File: config.mk
export PLATFORM = sky130hd
export DESIGN_NAME = modem_rx_timeout_config
export DESIGN_NICKNAME = d
export VERILOG_FILES = /design/src/hw/modem_rx_pkg.sv /design/src/hw/modem_freq_calc.sv /design/src/hw/modem_rx_timeout_config.sv /design/src/hw/rc_tick_sync.sv
export VERILOG_INCLUDE_DIRS = /design/src /design/src/hw
export SDC_FILE = /design/constraint.sdc
export NUM_CORES = 1
export LEC_CHECK = 0
export ABC_AREA = 1
export BUFFER_PORTS_ARGS = -buffer_cell sky130_fd_sc_hd__buf_2
export CORE_ASPECT_RATIO = 0.9
export CORE_MARGIN = 2
export CORE_UTILIZATION = 40
export CTS_BUF_LIST = sky130_fd_sc_hd__clkbuf_8 sky130_fd_sc_hd__clkbuf_16
export DETAILED_ROUTE_END_ITERATION = 6
export SLEW_MARGIN = 10
export SYNTH_ARGS = -nofsm -noshare
export SYNTH_HDL_FRONTEND = slang
export SYNTH_SLANG_ARGS = --single-unit
File: constraint.sdc
create_clock -name clock -period 6.4 [get_ports clock]
set_clock_uncertainty 0.2 [all_clocks]
set_input_delay 1.28 -clock clock [delete_from_list [all_inputs] [get_ports clock]]
set_output_delay 1.28 -clock clock [all_outputs]
set_load 0.005 [all_outputs]
File: src/hw/modem_rx_defines.svh
`ifndef MODEM_RX_DEFINES_SVH
`define MODEM_RX_DEFINES_SVH

// ****************************************************************
// Register offsets
// ****************************************************************
`define REG_SPACING_EXPONENT    8'h13
`define REG_SPACING_MANTISSA    8'h14
`define REG_FREQ_DEVIATION      8'h15
`define REG_RX_TIMEOUT_CTRL     8'h16
`define REG_RX_STATUS           8'h20

// ****************************************************************
// Reset values
// ****************************************************************
`define SPACING_EXPONENT_RESET  2'h2
`define SPACING_MANTISSA_RESET  8'hF8
`define DEVIATION_EXP_RESET     3'h4
`define DEVIATION_MANT_RESET    3'h7
`define RX_TIME_RESET           3'h7

// ****************************************************************
// Field positions
// ****************************************************************
`define DEV_EXP_MSB             6
`define DEV_EXP_LSB             4
`define DEV_MANT_MSB            2
`define DEV_MANT_LSB            0
`define CTRL_CARRIER_BIT        4
`define CTRL_QUAL_BIT           3
`define CTRL_TIME_MSB           2
`define CTRL_TIME_LSB           0

// ****************************************************************
// Arithmetic and timing constants
// ****************************************************************
`define SPACING_IMPLIED_ONE     9'h100
`define DEVIATION_IMPLIED_ONE   4'h8
`define RX_TIME_NO_TIMEOUT      3'h7
`define TIMEOUT_BASE_SHIFT      3
`define OOK_CARRIER_SYMBOLS     4'h8
`define CLOCK_PERIOD_NS         20

`endif

File: src/hw/modem_rx_pkg.sv
package modem_rx_pkg;

	typedef enum logic [1:0]
	{
		RX_IDLE   = 2'b00,
		RX_SEARCH = 2'b01,
		RX_HOLD   = 2'b10
	} rx_state_e;

	typedef logic [7:0] reg_byte_t;

endpackage

File: src/hw/modem_freq_calc.sv
`timescale 1ns/1ps
`include "modem_rx_defines.svh"

module modem_freq_calc
	import modem_rx_pkg::*;
#(
	parameter int BASE_W = 24
)
(
	input  wire logic              clock,
	input  wire logic              rst_b,
	input  wire logic              ce,
	input  wire logic [7:0]        spacing_mantissa,
	input  wire logic [1:0]        spacing_exponent,
	input  wire logic [7:0]        channel_number,
	input  wire logic [BASE_W-1:0] base_frequency,
	input  wire logic [2:0]        deviation_exponent,
	input  wire logic [2:0]        deviation_mantissa,
	input  wire logic              msk_mode,
	output logic      [11:0]       channel_spacing,
	output logic      [BASE_W-1:0] operating_frequency,
	output logic      [10:0]       deviation_step,
	output logic      [2:0]        msk_phase_fraction
);

	logic [11:0] next_spacing;
	logic [19:0] channel_offset;
	logic [10:0] next_deviation;

	// Spacing and deviation are in units of the crystal over 2^18 and 2^17.
	always_comb
	begin
		next_spacing   = {3'h0, `SPACING_IMPLIED_ONE | {1'b0, spacing_mantissa}}
			<< spacing_exponent;
		channel_offset = {8'h00, next_spacing} * {12'h000, channel_number};
		next_deviation = {7'h00, `DEVIATION_IMPLIED_ONE | {1'b0, deviation_mantissa}}
			<< deviation_exponent;
	end

	always_ff @(posedge clock or negedge rst_b)
	begin
		if (!rst_b)
		begin
			channel_spacing     <= 12'h000;
			operating_frequency <= '0;
			deviation_step      <= 11'h000;
			msk_phase_fraction  <= 3'h0;
		end
		else if (ce)
		begin
			channel_spacing     <= next_spacing;
			operating_frequency <= base_frequency
				+ {{(BASE_W-20){1'b0}}, channel_offset};
			// In MSK the mantissa is a phase-change fraction, not a deviation.
			deviation_step      <= msk_mode ? 11'h000 : next_deviation;
			msk_phase_fraction  <= msk_mode ? deviation_mantissa : 3'h0;
		end
	end
endmodule // modem_freq_calc

File: src/hw/modem_rx_timeout_config.sv
`timescale 1ns/1ps
`include "modem_rx_defines.svh"

module modem_rx_timeout_config
	import modem_rx_pkg::*;
#(
	parameter int BASE_W = 24
)
(
	input  wire logic              clock,
	input  wire logic              rst_b,
	input  wire logic              ce,
	input  wire logic [7:0]        address,
	input  wire logic [7:0]        write_data,
	input  wire logic              write_strobe,
	input  wire logic              read_strobe,
	output reg_byte_t              read_data,
	input  wire logic [7:0]        channel_number,
	input  wire logic [BASE_W-1:0] base_frequency,
	input  wire logic              msk_mode,
	input  wire logic              ook_mode,
	input  wire logic [15:0]       wake_event_zero,
	input  wire logic [1:0]        wake_resolution,
	input  wire logic              rc_clock_pin,
	input  wire logic              rx_start,
	input  wire logic              sync_found,
	input  wire logic              preamble_quality,
	input  wire logic              carrier_sense,
	input  wire logic              symbol_tick,
	input  wire logic              packet_end,
	output logic      [11:0]       channel_spacing,
	output logic      [BASE_W-1:0] operating_frequency,
	output logic      [10:0]       deviation_step,
	output logic      [2:0]        msk_phase_fraction,
	output logic                   rx_active,
	output logic                   rx_timeout,
	output logic                   rx_stay,
	output logic                   rx_carrier_end
);

	// ****************************************************************
	// Register file
	// ****************************************************************
	logic [1:0]  spacing_exponent;
	logic [7:0]  spacing_mantissa;
	logic [2:0]  deviation_exponent;
	logic [2:0]  deviation_mantissa;
	logic        rx_end_on_carrier_loss;
	logic        rx_timeout_qualifier;
	logic [2:0]  timeout_setting;
	logic        timed_out_last;
	reg_byte_t   read_value;
	logic        any_write_seen;

	always_ff @(posedge clock or negedge rst_b)
	begin
		if (!rst_b)
		begin
			spacing_exponent       <= `SPACING_EXPONENT_RESET;
			spacing_mantissa       <= `SPACING_MANTISSA_RESET;
			deviation_exponent     <= `DEVIATION_EXP_RESET;
			deviation_mantissa     <= `DEVIATION_MANT_RESET;
			rx_end_on_carrier_loss <= 1'b0;
			rx_timeout_qualifier   <= 1'b0;
			timeout_setting        <= `RX_TIME_RESET;
		end
		else if (ce && write_strobe)
		begin
			// Only defined field bits are stored; the rest are dropped.
			case (address)
				`REG_SPACING_EXPONENT:
				begin
					spacing_exponent <= write_data[1:0];
				end
				`REG_SPACING_MANTISSA:
				begin
					spacing_mantissa <= write_data;
				end
				`REG_FREQ_DEVIATION:
				begin
					deviation_exponent <= write_data[`DEV_EXP_MSB:`DEV_EXP_LSB];
					deviation_mantissa <= write_data[`DEV_MANT_MSB:`DEV_MANT_LSB];
				end
				`REG_RX_TIMEOUT_CTRL:
				begin
					rx_end_on_carrier_loss <= write_data[`CTRL_CARRIER_BIT];
					rx_timeout_qualifier   <= write_data[`CTRL_QUAL_BIT];
					timeout_setting        <= write_data[`CTRL_TIME_MSB:`CTRL_TIME_LSB];
				end
				default:
				begin
				end
			endcase
		end
	end

	always_ff @(posedge clock or negedge rst_b)
	begin
		if (!rst_b)
		begin
			any_write_seen <= 1'b0;
		end
		else if (ce && write_strobe)
		begin
			any_write_seen <= 1'b1;
		end
	end

	rx_state_e state;

	always_comb
	begin
		read_value = 8'h00;
		case (address)
			`REG_SPACING_EXPONENT: read_value = {6'h00, spacing_exponent};
			`REG_SPACING_MANTISSA: read_value = spacing_mantissa;
			`REG_FREQ_DEVIATION:   read_value = {1'b0, deviation_exponent, 1'b0, deviation_mantissa};
			`REG_RX_TIMEOUT_CTRL:  read_value = {3'h0, rx_end_on_carrier_loss,
				rx_timeout_qualifier, timeout_setting};
			`REG_RX_STATUS:        read_value = {5'h00, timed_out_last, state};
			default:               read_value = 8'h00;
		endcase
	end

	// Read data stand for exactly one cycle after the strobe.
	always_ff @(posedge clock or negedge rst_b)
	begin
		if (!rst_b)
		begin
			read_data <= 8'h00;
		end
		else if (ce)
		begin
			read_data <= read_strobe ? read_value : 8'h00;
		end
	end

	// ****************************************************************
	// Frequency and deviation
	// ****************************************************************
	modem_freq_calc #(.BASE_W(BASE_W)) freq_calc
	(
		.clock               (clock),
		.rst_b               (rst_b),
		.ce                  (ce),
		.spacing_mantissa    (spacing_mantissa),
		.spacing_exponent    (spacing_exponent),
		.channel_number      (channel_number),
		.base_frequency      (base_frequency),
		.deviation_exponent  (deviation_exponent),
		.deviation_mantissa  (deviation_mantissa),
		.msk_mode            (msk_mode),
		.channel_spacing     (channel_spacing),
		.operating_frequency (operating_frequency),
		.deviation_step      (deviation_step),
		.msk_phase_fraction  (msk_phase_fraction)
	);

	// ****************************************************************
	// Sync search timer
	// ****************************************************************
	logic        rc_tick;
	logic [2:0]  search_setting;
	logic [12:0] timeout_count;
	logic [12:0] timeout_load;
	logic [11:0] prescale_count;
	logic [11:0] unit_limit;
	logic        unit_done;
	logic        expire;
	logic        qualified;
	logic        sync_seen;
	logic        timer_armed;

	rc_tick_sync rc_sync
	(
		.clock        (clock),
		.rst_b        (rst_b),
		.ce           (ce),
		.rc_clock_pin (rc_clock_pin),
		.rc_tick      (rc_tick)
	);

	// One count unit is 2^(4*resolution) RC periods, giving the extra resolution divide.
	always_comb
	begin
		case (wake_resolution)
			2'h0:    unit_limit = 12'h000;
			2'h1:    unit_limit = 12'h00F;
			2'h2:    unit_limit = 12'h0FF;
			default: unit_limit = 12'hFFF;
		endcase
		timeout_load = 13'(wake_event_zero >> (`TIMEOUT_BASE_SHIFT + timeout_setting));
	end

	assign timer_armed = (search_setting != `RX_TIME_NO_TIMEOUT);
	assign unit_done   = (state == RX_SEARCH) && timer_armed && rc_tick
		&& (prescale_count == unit_limit);
	assign expire      = unit_done && (timeout_count <= 13'h0001);
	assign qualified   = sync_seen || sync_found
		|| (rx_timeout_qualifier && preamble_quality);

	always_ff @(posedge clock or negedge rst_b)
	begin
		if (!rst_b)
		begin
			search_setting <= `RX_TIME_RESET;
			timeout_count  <= 13'h0000;
			prescale_count <= 12'h000;
		end
		else if (ce)
		begin
			if (state == RX_IDLE && rx_start)
			begin
				search_setting <= timeout_setting;
				timeout_count  <= timeout_load;
				prescale_count <= 12'h000;
			end
			else if (state == RX_SEARCH && timer_armed && rc_tick)
			begin
				if (prescale_count == unit_limit)
				begin
					prescale_count <= 12'h000;
					timeout_count  <= timeout_count - 13'h0001;
				end
				else
				begin
					prescale_count <= prescale_count + 12'h001;
				end
			end
		end
	end

	always_ff @(posedge clock or negedge rst_b)
	begin
		if (!rst_b)
		begin
			sync_seen <= 1'b0;
		end
		else if (ce)
		begin
			if (state == RX_IDLE)
			begin
				sync_seen <= 1'b0;
			end
			else if (sync_found)
			begin
				sync_seen <= 1'b1;
			end
		end
	end

	// ****************************************************************
	// Carrier-sense termination
	// ****************************************************************
	logic [3:0] symbol_count;
	logic       carrier_seen;
	logic       ook_expire;
	logic       carrier_end;

	assign ook_expire  = rx_end_on_carrier_loss && ook_mode && (state == RX_SEARCH)
		&& !carrier_seen && !carrier_sense && symbol_tick
		&& (symbol_count == `OOK_CARRIER_SYMBOLS - 4'h1);
	assign carrier_end = rx_end_on_carrier_loss && !ook_mode && (state != RX_IDLE)
		&& !carrier_sense;

	always_ff @(posedge clock or negedge rst_b)
	begin
		if (!rst_b)
		begin
			symbol_count <= 4'h0;
			carrier_seen <= 1'b0;
		end
		else if (ce)
		begin
			if (state == RX_IDLE)
			begin
				symbol_count <= 4'h0;
				carrier_seen <= 1'b0;
			end
			else
			begin
				if (carrier_sense)
				begin
					carrier_seen <= 1'b1;
				end
				if (symbol_tick && symbol_count != `OOK_CARRIER_SYMBOLS)
				begin
					symbol_count <= symbol_count + 4'h1;
				end
			end
		end
	end

	// ****************************************************************
	// Receive state
	// ****************************************************************
	rx_state_e next_state;

	always_comb
	begin
		next_state = state;
		case (state)
			RX_IDLE:
			begin
				if (rx_start)
				begin
					next_state = RX_SEARCH;
				end
			end
			RX_SEARCH:
			begin
				if (carrier_end || ook_expire || packet_end)
				begin
					next_state = RX_IDLE;
				end
				else if (expire)
				begin
					next_state = qualified ? RX_HOLD : RX_IDLE;
				end
			end
			RX_HOLD:
			begin
				if (packet_end || carrier_end)
				begin
					next_state = RX_IDLE;
				end
			end
			default:
			begin
				next_state = RX_IDLE;
			end
		endcase
	end

	always_ff @(posedge clock or negedge rst_b)
	begin
		if (!rst_b)
		begin
			state          <= RX_IDLE;
			rx_active      <= 1'b0;
			rx_timeout     <= 1'b0;
			rx_stay        <= 1'b0;
			rx_carrier_end <= 1'b0;
		end
		else if (ce)
		begin
			state          <= next_state;
			rx_active      <= (next_state != RX_IDLE);
			rx_timeout     <= (state == RX_SEARCH) && !carrier_end && !packet_end
				&& (ook_expire || (expire && !qualified));
			rx_stay        <= (state == RX_SEARCH) && !carrier_end && !ook_expire
				&& !packet_end && expire && qualified;
			rx_carrier_end <= carrier_end;
		end
	end

	always_ff @(posedge clock or negedge rst_b)
	begin
		if (!rst_b)
		begin
			timed_out_last <= 1'b0;
		end
		else if (ce)
		begin
			if (next_state == RX_IDLE && !packet_end && !carrier_end && (ook_expire || expire))
			begin
				timed_out_last <= 1'b1;
			end
			else if (state == RX_IDLE && rx_start)
			begin
				timed_out_last <= 1'b0;
			end
		end
	end
endmodule // modem_rx_timeout_config

File: src/hw/rc_tick_sync.sv
`timescale 1ns/1ps

// Brings the free-running RC oscillator into the clock domain as a one-cycle tick.
module rc_tick_sync
(
	input  wire logic clock,
	input  wire logic rst_b,
	input  wire logic ce,
	input  wire logic rc_clock_pin,
	output logic      rc_tick
);

	logic stage_one;
	logic stage_two;
	logic stage_three;
	logic settled;

	always_ff @(posedge clock or negedge rst_b)
	begin
		if (!rst_b)
		begin
			stage_one   <= 1'b0;
			stage_two   <= 1'b0;
			stage_three <= 1'b0;
		end
		else if (ce)
		begin
			stage_one   <= rc_clock_pin;
			stage_two   <= stage_one;
			stage_three <= stage_two;
		end
	end

	// A change is accepted only once the last two stages agree.
	always_ff @(posedge clock or negedge rst_b)
	begin
		if (!rst_b)
		begin
			settled <= 1'b0;
			rc_tick <= 1'b0;
		end
		else if (ce)
		begin
			if (stage_two == stage_three)
			begin
				settled <= stage_three;
			end
			rc_tick <= (stage_two == stage_three) && stage_three && !settled;
		end
	end

endmodule // rc_tick_sync
==> flow_summary_export.csv, run 1 <==
group,metric,value,unit
floorplanning,die_w,176,um
cts,post-cts-setup-buffers,0,
cts,htree_levels,4,
setup_path,cp_slowest_stage_delay,640,ps
timing,slew_viol_final,0,
route,drt_iter0_markers,671,
pwr,peakVddDrop,0.000224,V
outcome,status,"completed",
pwr,p_per_area,240,nW/um2
cts,clkLatencyLatePin,430,ps
cts,cts_buffers,17,
floorplanning,die_h,159,um
setup_path,critPathMostFrequentCell,"inv_1",
timing,rsz0062_at_grt,"no",
layout,seq_area,3150,um2
yosys,synth.cell_area,10700,um2
layout,fillers,2688,
grt,grt.total_usage,20.8,%
layout,multi_input_comb_area,6320,um2
timing,setup_viol,0,
timing,setup_tns,0,ps
setup_path,cp-start-kind,"flop",
route,via_per_inst,4.85,
cts,cts_tree,"done",
grt,grt-ovfl-total,0,
layout,n_antenna_cell,0,
layout,layout_commonest_cell,"nand2_1",
cts,cts_resized,0,
route,via_count,9606,
yosys,yosysWarnings,0,
route,drtPass1Iterations,5,
cts,cts_root_buffer,"clkbuf_16",
timing,max_freq,0.181,GHz
placed_design,gp_congestion,0.902,
grt,met2_usage,34.8,%
cts,clock_path_buffers,2,
pwr,p_leak,6.69,nW
placed_design,portBuffers,138,
grt,grt_pass1_vias,9281,
worst_hold_path,min_from,"freq_calc.operating_frequency[1]",
timing,tightestPinTransition,902,ps
layout,area_growth,15.1,%
yosys,async_flop_share,100,%
route,routed_wl,27.9,mm
worst_hold_path,hold_path_class,"reg2reg",
yosys,syn-instance-count,1486,
timing,period_share,86.1,%
yosys,synth_seq_cells,125,
timing,hold_viol,0,
floorplanning,die_area,28000,um2
setup_path,crit_family,"adder cells",
floorplanning,core,26100,um2
yosys,synth_ff_type,"dfrtp_1",
layout,fin_nets,1827,
flow_run,drv_cap,0,
setup_path,critical_path_arrival,5580,ps
layout,layout_common_cells,"469 x nand2_1, 275 x inv_1, 137 x buf_2",
layout,drive_gt1_share,14.3,%
setup_path,crit_path_end_kind,"flop",
cts,cts_sinks,125,
grt,met1_usage,28.8,%
cts,postCtsHoldBufs,0,
placed_design,dp_hpwl,22.3,mm
setup_path,critical_path_required,6460,ps
floorplanning,std_cell_rows,56,
cts,clk_pin_slew,60,ps
setup_path,cp_max_fo,16,
yosys,syn_area_per_cell,7.19,um2
setup_path,worstPathCellList,"inv_1 > o21ai_0 > inv_1 > nand2_1 > nand2_1 > inv_1 > nand2_1 > fa_1 > inv_1 > fa_1 > fa_1 > inv_1 > fa_1 > inv_1 > ha_1 > nand2_1 > inv_1 > nand2_1 > nand2_1 > a21oi_1 > xor2_1 > o21ai_0",
setup_path,timing.rr.start,"spacing_exponent[0]",
floorplanning,start_util,40.9,%
grt,top_usage_layer,"met2",
route,ant_nets,0,
yosys,synthDistinctLibCells,47,
setup_path,critical_path_class,"reg2reg",
yosys,syn-num-nets,1695,
timing,maxSlewHeadroom,39.9,%
route,post_drt_wl_per_cell,14.1,um
grt,grt_use_met3,2.77,%
grt,grt_pass1_wl,46.9,mm
route,drc_errors,0,
yosys,ys_seq_area_share,29.5,%
timing,period_needed,5510,ps
setup_path,worst-path-buf-inv,7,
grt,grt_max_degree,90,
yosys,synth_edf_count,0,
setup_path,crit_slowest_cell,"dfrtp_1",
setup_path,critPathLaunch,"spacing_exponent[0]",
floorplanning,io_pins,142,
layout,final_core_util,47.1,%
grt,antenna_found_initial,0,
## power breakdown
part | total [mW] | switching [mW] | leakage, nW | internal [mW]
clock | 0.985 | 0.378 | 0.303 | 0.608
sequential | 0.986 | 0.0834 | 1.60 | 0.903
combinational | 0.984 | 0.622 | 4.79 | 0.362
total | 2.96 | 1.08 | 6.69 | 1.87
## stage by stage
stage	worst slack (ps)	power [mW]	hold WS [ps]	instances	area, um2
finish	887	2.96	270	1979	12300
floorplan	1150	1.68	242	1486	10700
detailed placement	747	1.99	258	1947	11700
CTS	871	2.99	271	1979	12300
global route	443	3.19	295	1979	12300
global placement	779	1.98	257	1947	11700
## kinds of logic (layout without fill, tap and decap cells)
group                    count (synthesis)  after routing  share of synthesized area (%)
adder cells (fa/ha/maj)                129            129                           20.6
multiplexers                             3              3                          0.293
AND/OR/NAND/NOR                        757            757                           29.7
flip-flops                             125            125                           29.5
XOR/XNOR                                 9              9                          0.738
AO/OA/AOI/OAI                          152            152                           7.87
buffers and inverters                  311            456                           11.3
## final timing paths
path                                                    end  slack (ps)  depth (start not counted)
hold reg to reg            freq_calc.operating_frequency[1]         270                          2
setup / recovery           freq_calc.operating_frequency[9]         890                         22
min in group asynchronous       freq_calc.deviation_step[9]         780                          1
setup reg to reg           freq_calc.operating_frequency[9]         890                         22
hold / removal             freq_calc.operating_frequency[1]         270                          2
max in group asynchronous                   symbol_count[2]        3910                          2
## synth_stat cells, drive strengths merged, types with 3 or more instances
master	count	share of area (%)
nand3b	10	0.70
nand3	103	5.0
ha	51	6.0
a21oi	25	1.2
nor3	11	0.56
inv	280	9.8
xnor2	3	0.25
fa	78	15
o21ai	104	5.2
o221ai	3	0.25
nand4	9	0.53
o211ai	4	0.28
dfrtp	109	26
o22ai	9	0.53
clkbuf	15	0.53
nor2	133	5.0
xor2	6	0.49
or2	12	0.70
buf	15	0.90
dfstp	16	3.9
nand2	475	17
## registers in the layout (all words and copies together) (netlist names), 2 cells and up
name / count
freq_calc.msk_phase_fraction: 3
state: 2
spacing_mantissa: 8
freq_calc.deviation_step: 11
freq_calc.operating_frequency: 24
symbol_count: 4
prescale_count: 12
search_setting: 3
freq_calc.channel_spacing: 12
read_data: 8
deviation_mantissa: 3
deviation_exponent: 3
timeout_count: 13
timeout_setting: 3
spacing_exponent: 2
## routing by layer
| metal | part of all wire, % | up-vias |
|---|---|---|
| met2 | 47 | 214 |
| met4 | 1.2 | 0 |
| met5 | 0 | - |
| met1 | 47 | 4539 |
| met3 | 4.3 | 18 |
| li1 | - | 4835 |
## tightest hold or removal path, stage by stage, from the launching register on
cell     delay, ps
dfrtp_1        340
nand2_1         50
nand2_1         40
## area by class of cell
cell class	count	share of cell area, %
clock buffers	20	3.79
well taps	348	3.54
repair buffers	143	5.94
flip-flops and latches	125	25.6
inverters	281	8.62
clock inverters	12	1.10
multi-input cells	1050	51.4
No activity file was read; power rests on OpenSTA's default activity.
==> run 2, diff against run 1 <==
--- a/config.mk
+++ b/config.mk
@@ -13,6 +13,7 @@
 export CORE_UTILIZATION = 40
 export CTS_BUF_LIST = sky130_fd_sc_hd__clkbuf_8 sky130_fd_sc_hd__clkbuf_16
 export DETAILED_ROUTE_END_ITERATION = 6
+export PLACE_DENSITY = 0.67
 export SLEW_MARGIN = 10
 export SYNTH_ARGS = -nofsm -noshare
 export SYNTH_HDL_FRONTEND = slang
==> run 2 against run 1 <==
Cell area up 0.12%. Sequential cell count unchanged. Power up 1.5%. Core utilization up 0.057 points. Critical endpoint is now freq_calc.operating_frequency[17].
==> flow_summary_export.csv, run 2 (synthesis results as in run 1) <==
group,metric,value,unit
outcome,status,"completed",
grt,antenna_found_initial,0,
floorplanning,io_pins,142,
floorplanning,die_h,159,um
pwr,p_leak,6.69,nW
grt,grt.total_usage,20.7,%
timing,setup_tns,0,ps
route,post_drt_wl_per_cell,14.2,um
cts,clk_pin_slew,60,ps
pwr,fin_total_pwr,3.00,mW
layout,multi_input_comb_area,6320,um2
grt,grt_pass1_vias,9410,
grt,grt_pass1_wl,46.6,mm
layout,seq_area,3150,um2
worst_hold_path,min_delay_path_depth,2,
grt,top_usage_layer,"met2",
timing,period_share,85.4,%
setup_path,cp-start-kind,"flop",
floorplanning,die_w,176,um
cts,htree_levels,4,
timing,rsz0062_at_grt,"no",
layout,layout_common_cells,"469 x nand2_1, 275 x inv_1, 137 x buf_2",
route,drt_iter0_markers,821,
worst_hold_path,min_to,"rx_timeout",
setup_path,timing.rr.start,"spacing_exponent[0]",
layout,top_regs,"freq_calc.operating_frequency (24), timeout_count (13)",
setup_path,cp_max_fo,16,
placed_design,post-place-ws,740,ps
cts,cts_tree,"done",
layout,stdcell_count,1978,
layout,layout_commonest_cell,"nand2_1",
layout,fin_nets,1826,
layout,max_flop_register,"freq_calc.operating_frequency",
floorplanning,core,26100,um2
floorplanning,std_cell_rows,56,
timing,tightestPinTransition,861,ps
layout,drive_gt1_share,14.2,%
route,ant_nets,0,
timing,slew_viol_final,0,
grt,met2_usage,33.7,%
route,routed_wl,28.1,mm
setup_path,reg2reg_setup_slack,930,ps
pwr,peakVddDrop,0.000201,V
setup_path,critical_path_required,6500,ps
setup_path,crit_path_end_kind,"flop",
timing,hold_viol,0,
cts,clkLatencyLatePin,420,ps
timing,max_freq,0.183,GHz
route,drtPass1Iterations,5,
cts,cts_resized,0,
placed_design,portBuffers,138,
cts,cts_buffers,17,
layout,fillers,2633,
cts,clock_path_buffers,2,
floorplanning,start_util,40.9,%
layout,largest_reg_flops,24,
route,via_per_inst,4.94,
placed_design,gp_congestion,0.926,
placed_design,dp.cells,1946,
pwr,p_per_area,244,nW/um2
setup_path,critical_path_class,"reg2reg",
grt,grt_use_met3,2.36,%
worst_hold_path,hold_path_class,"reg2reg",
cts,postCtsHoldBufs,0,
route,drc_errors,0,
layout,area_growth,15.3,%
route,via_count,9779,
cts,cts_root_buffer,"clkbuf_16",
setup_path,rr_endpoint,"freq_calc.operating_frequency[17]",
floorplanning,die_area,28000,um2
timing,period_needed,5470,ps
cts,post-cts-setup-buffers,0,
setup_path,critical_path_arrival,5560,ps
timing,setup_ws,933,ps
setup_path,reg2reg_depth,21,
grt,met1_usage,28.6,%
placed_design,dp_hpwl,22.4,mm
cts,cts_sinks,125,
grt,grt-ovfl-total,0,
timing,setup_viol,0,
grt,grt_max_degree,68,
layout,n_antenna_cell,0,
timing,maxSlewHeadroom,42.6,%
worst_hold_path,min_from,"rx_timeout",
flow_run,drv_cap,0,
## run 2: changes by cell type in the layout (fill, tap and decap cells not counted)
cell	before	now
bufinv_16	2	3
inv_6	3	4
clkinv_2	2	1
buf_4	6	5
clkinv_4	5	2
clkinvlp_4	0	2
## run 2: worst max-delay path: stages (launching register included)
cell	delay [ps]
dfrtp_1	630
inv_1	180
or2_2	330
nand2_1	250
inv_1	190
nand2_1	110
fa_1	420
inv_1	80
fa_1	440
fa_1	560
inv_1	60
fa_1	530
inv_1	40
ha_1	350
nand2_1	150
inv_1	50
a21oi_1	290
nor2_1	100
nor2_1	140
nand3b_1	100
nand3_1	80
nand2_1	70
## run 2: per-layer routing
layer	vias up	part of all wire (%)
li1	4831	-
met3	48	5.5
met2	321	47
met4	0	2.7
met1	4579	45
met5	-	0
## run 2: cell type report
type                       instances  area share (%)
multi-input combinational       1050            51.4
sequential                       125            25.6
timing repair buffer             142            5.87
tap                              348            3.54
inverter                         281            8.61
clock inverter                    12            1.28
clock buffer                      20            3.79
## run 2: how the worst max path moves through the flow
stage / startpoint / to / slack, ps / cells past startpoint
floorplan: channel_number[1] / freq_calc.operating_frequency[15] / 1150 / 19
global placement: channel_number[7] / freq_calc.operating_frequency[16] / 770 / 18
detailed placement: channel_number[6] / freq_calc.operating_frequency[15] / 740 / 21
CTS: spacing_exponent[0] / freq_calc.operating_frequency[9] / 950 / 22
global route: spacing_exponent[0] / freq_calc.operating_frequency[17] / 510 / 25
finish: spacing_exponent[0] / freq_calc.operating_frequency[17] / 930 / 21
## run 2: power breakdown
group | switching, mW | internal [mW] | total (mW)
clock | 0.379 | 0.648 | 1.03
sequential | 0.0795 | 0.903 | 0.982
combinational | 0.630 | 0.363 | 0.993
## run 2: through the flow
step	hold slack, ps	instance area (um2)	util, %
CTS	277	12300	47.1
global route	290	12300	47.1
floorplan	242	10700	-
global placement	258	11700	44.7
finish	273	12300	47.1
detailed placement	262	11700	44.7
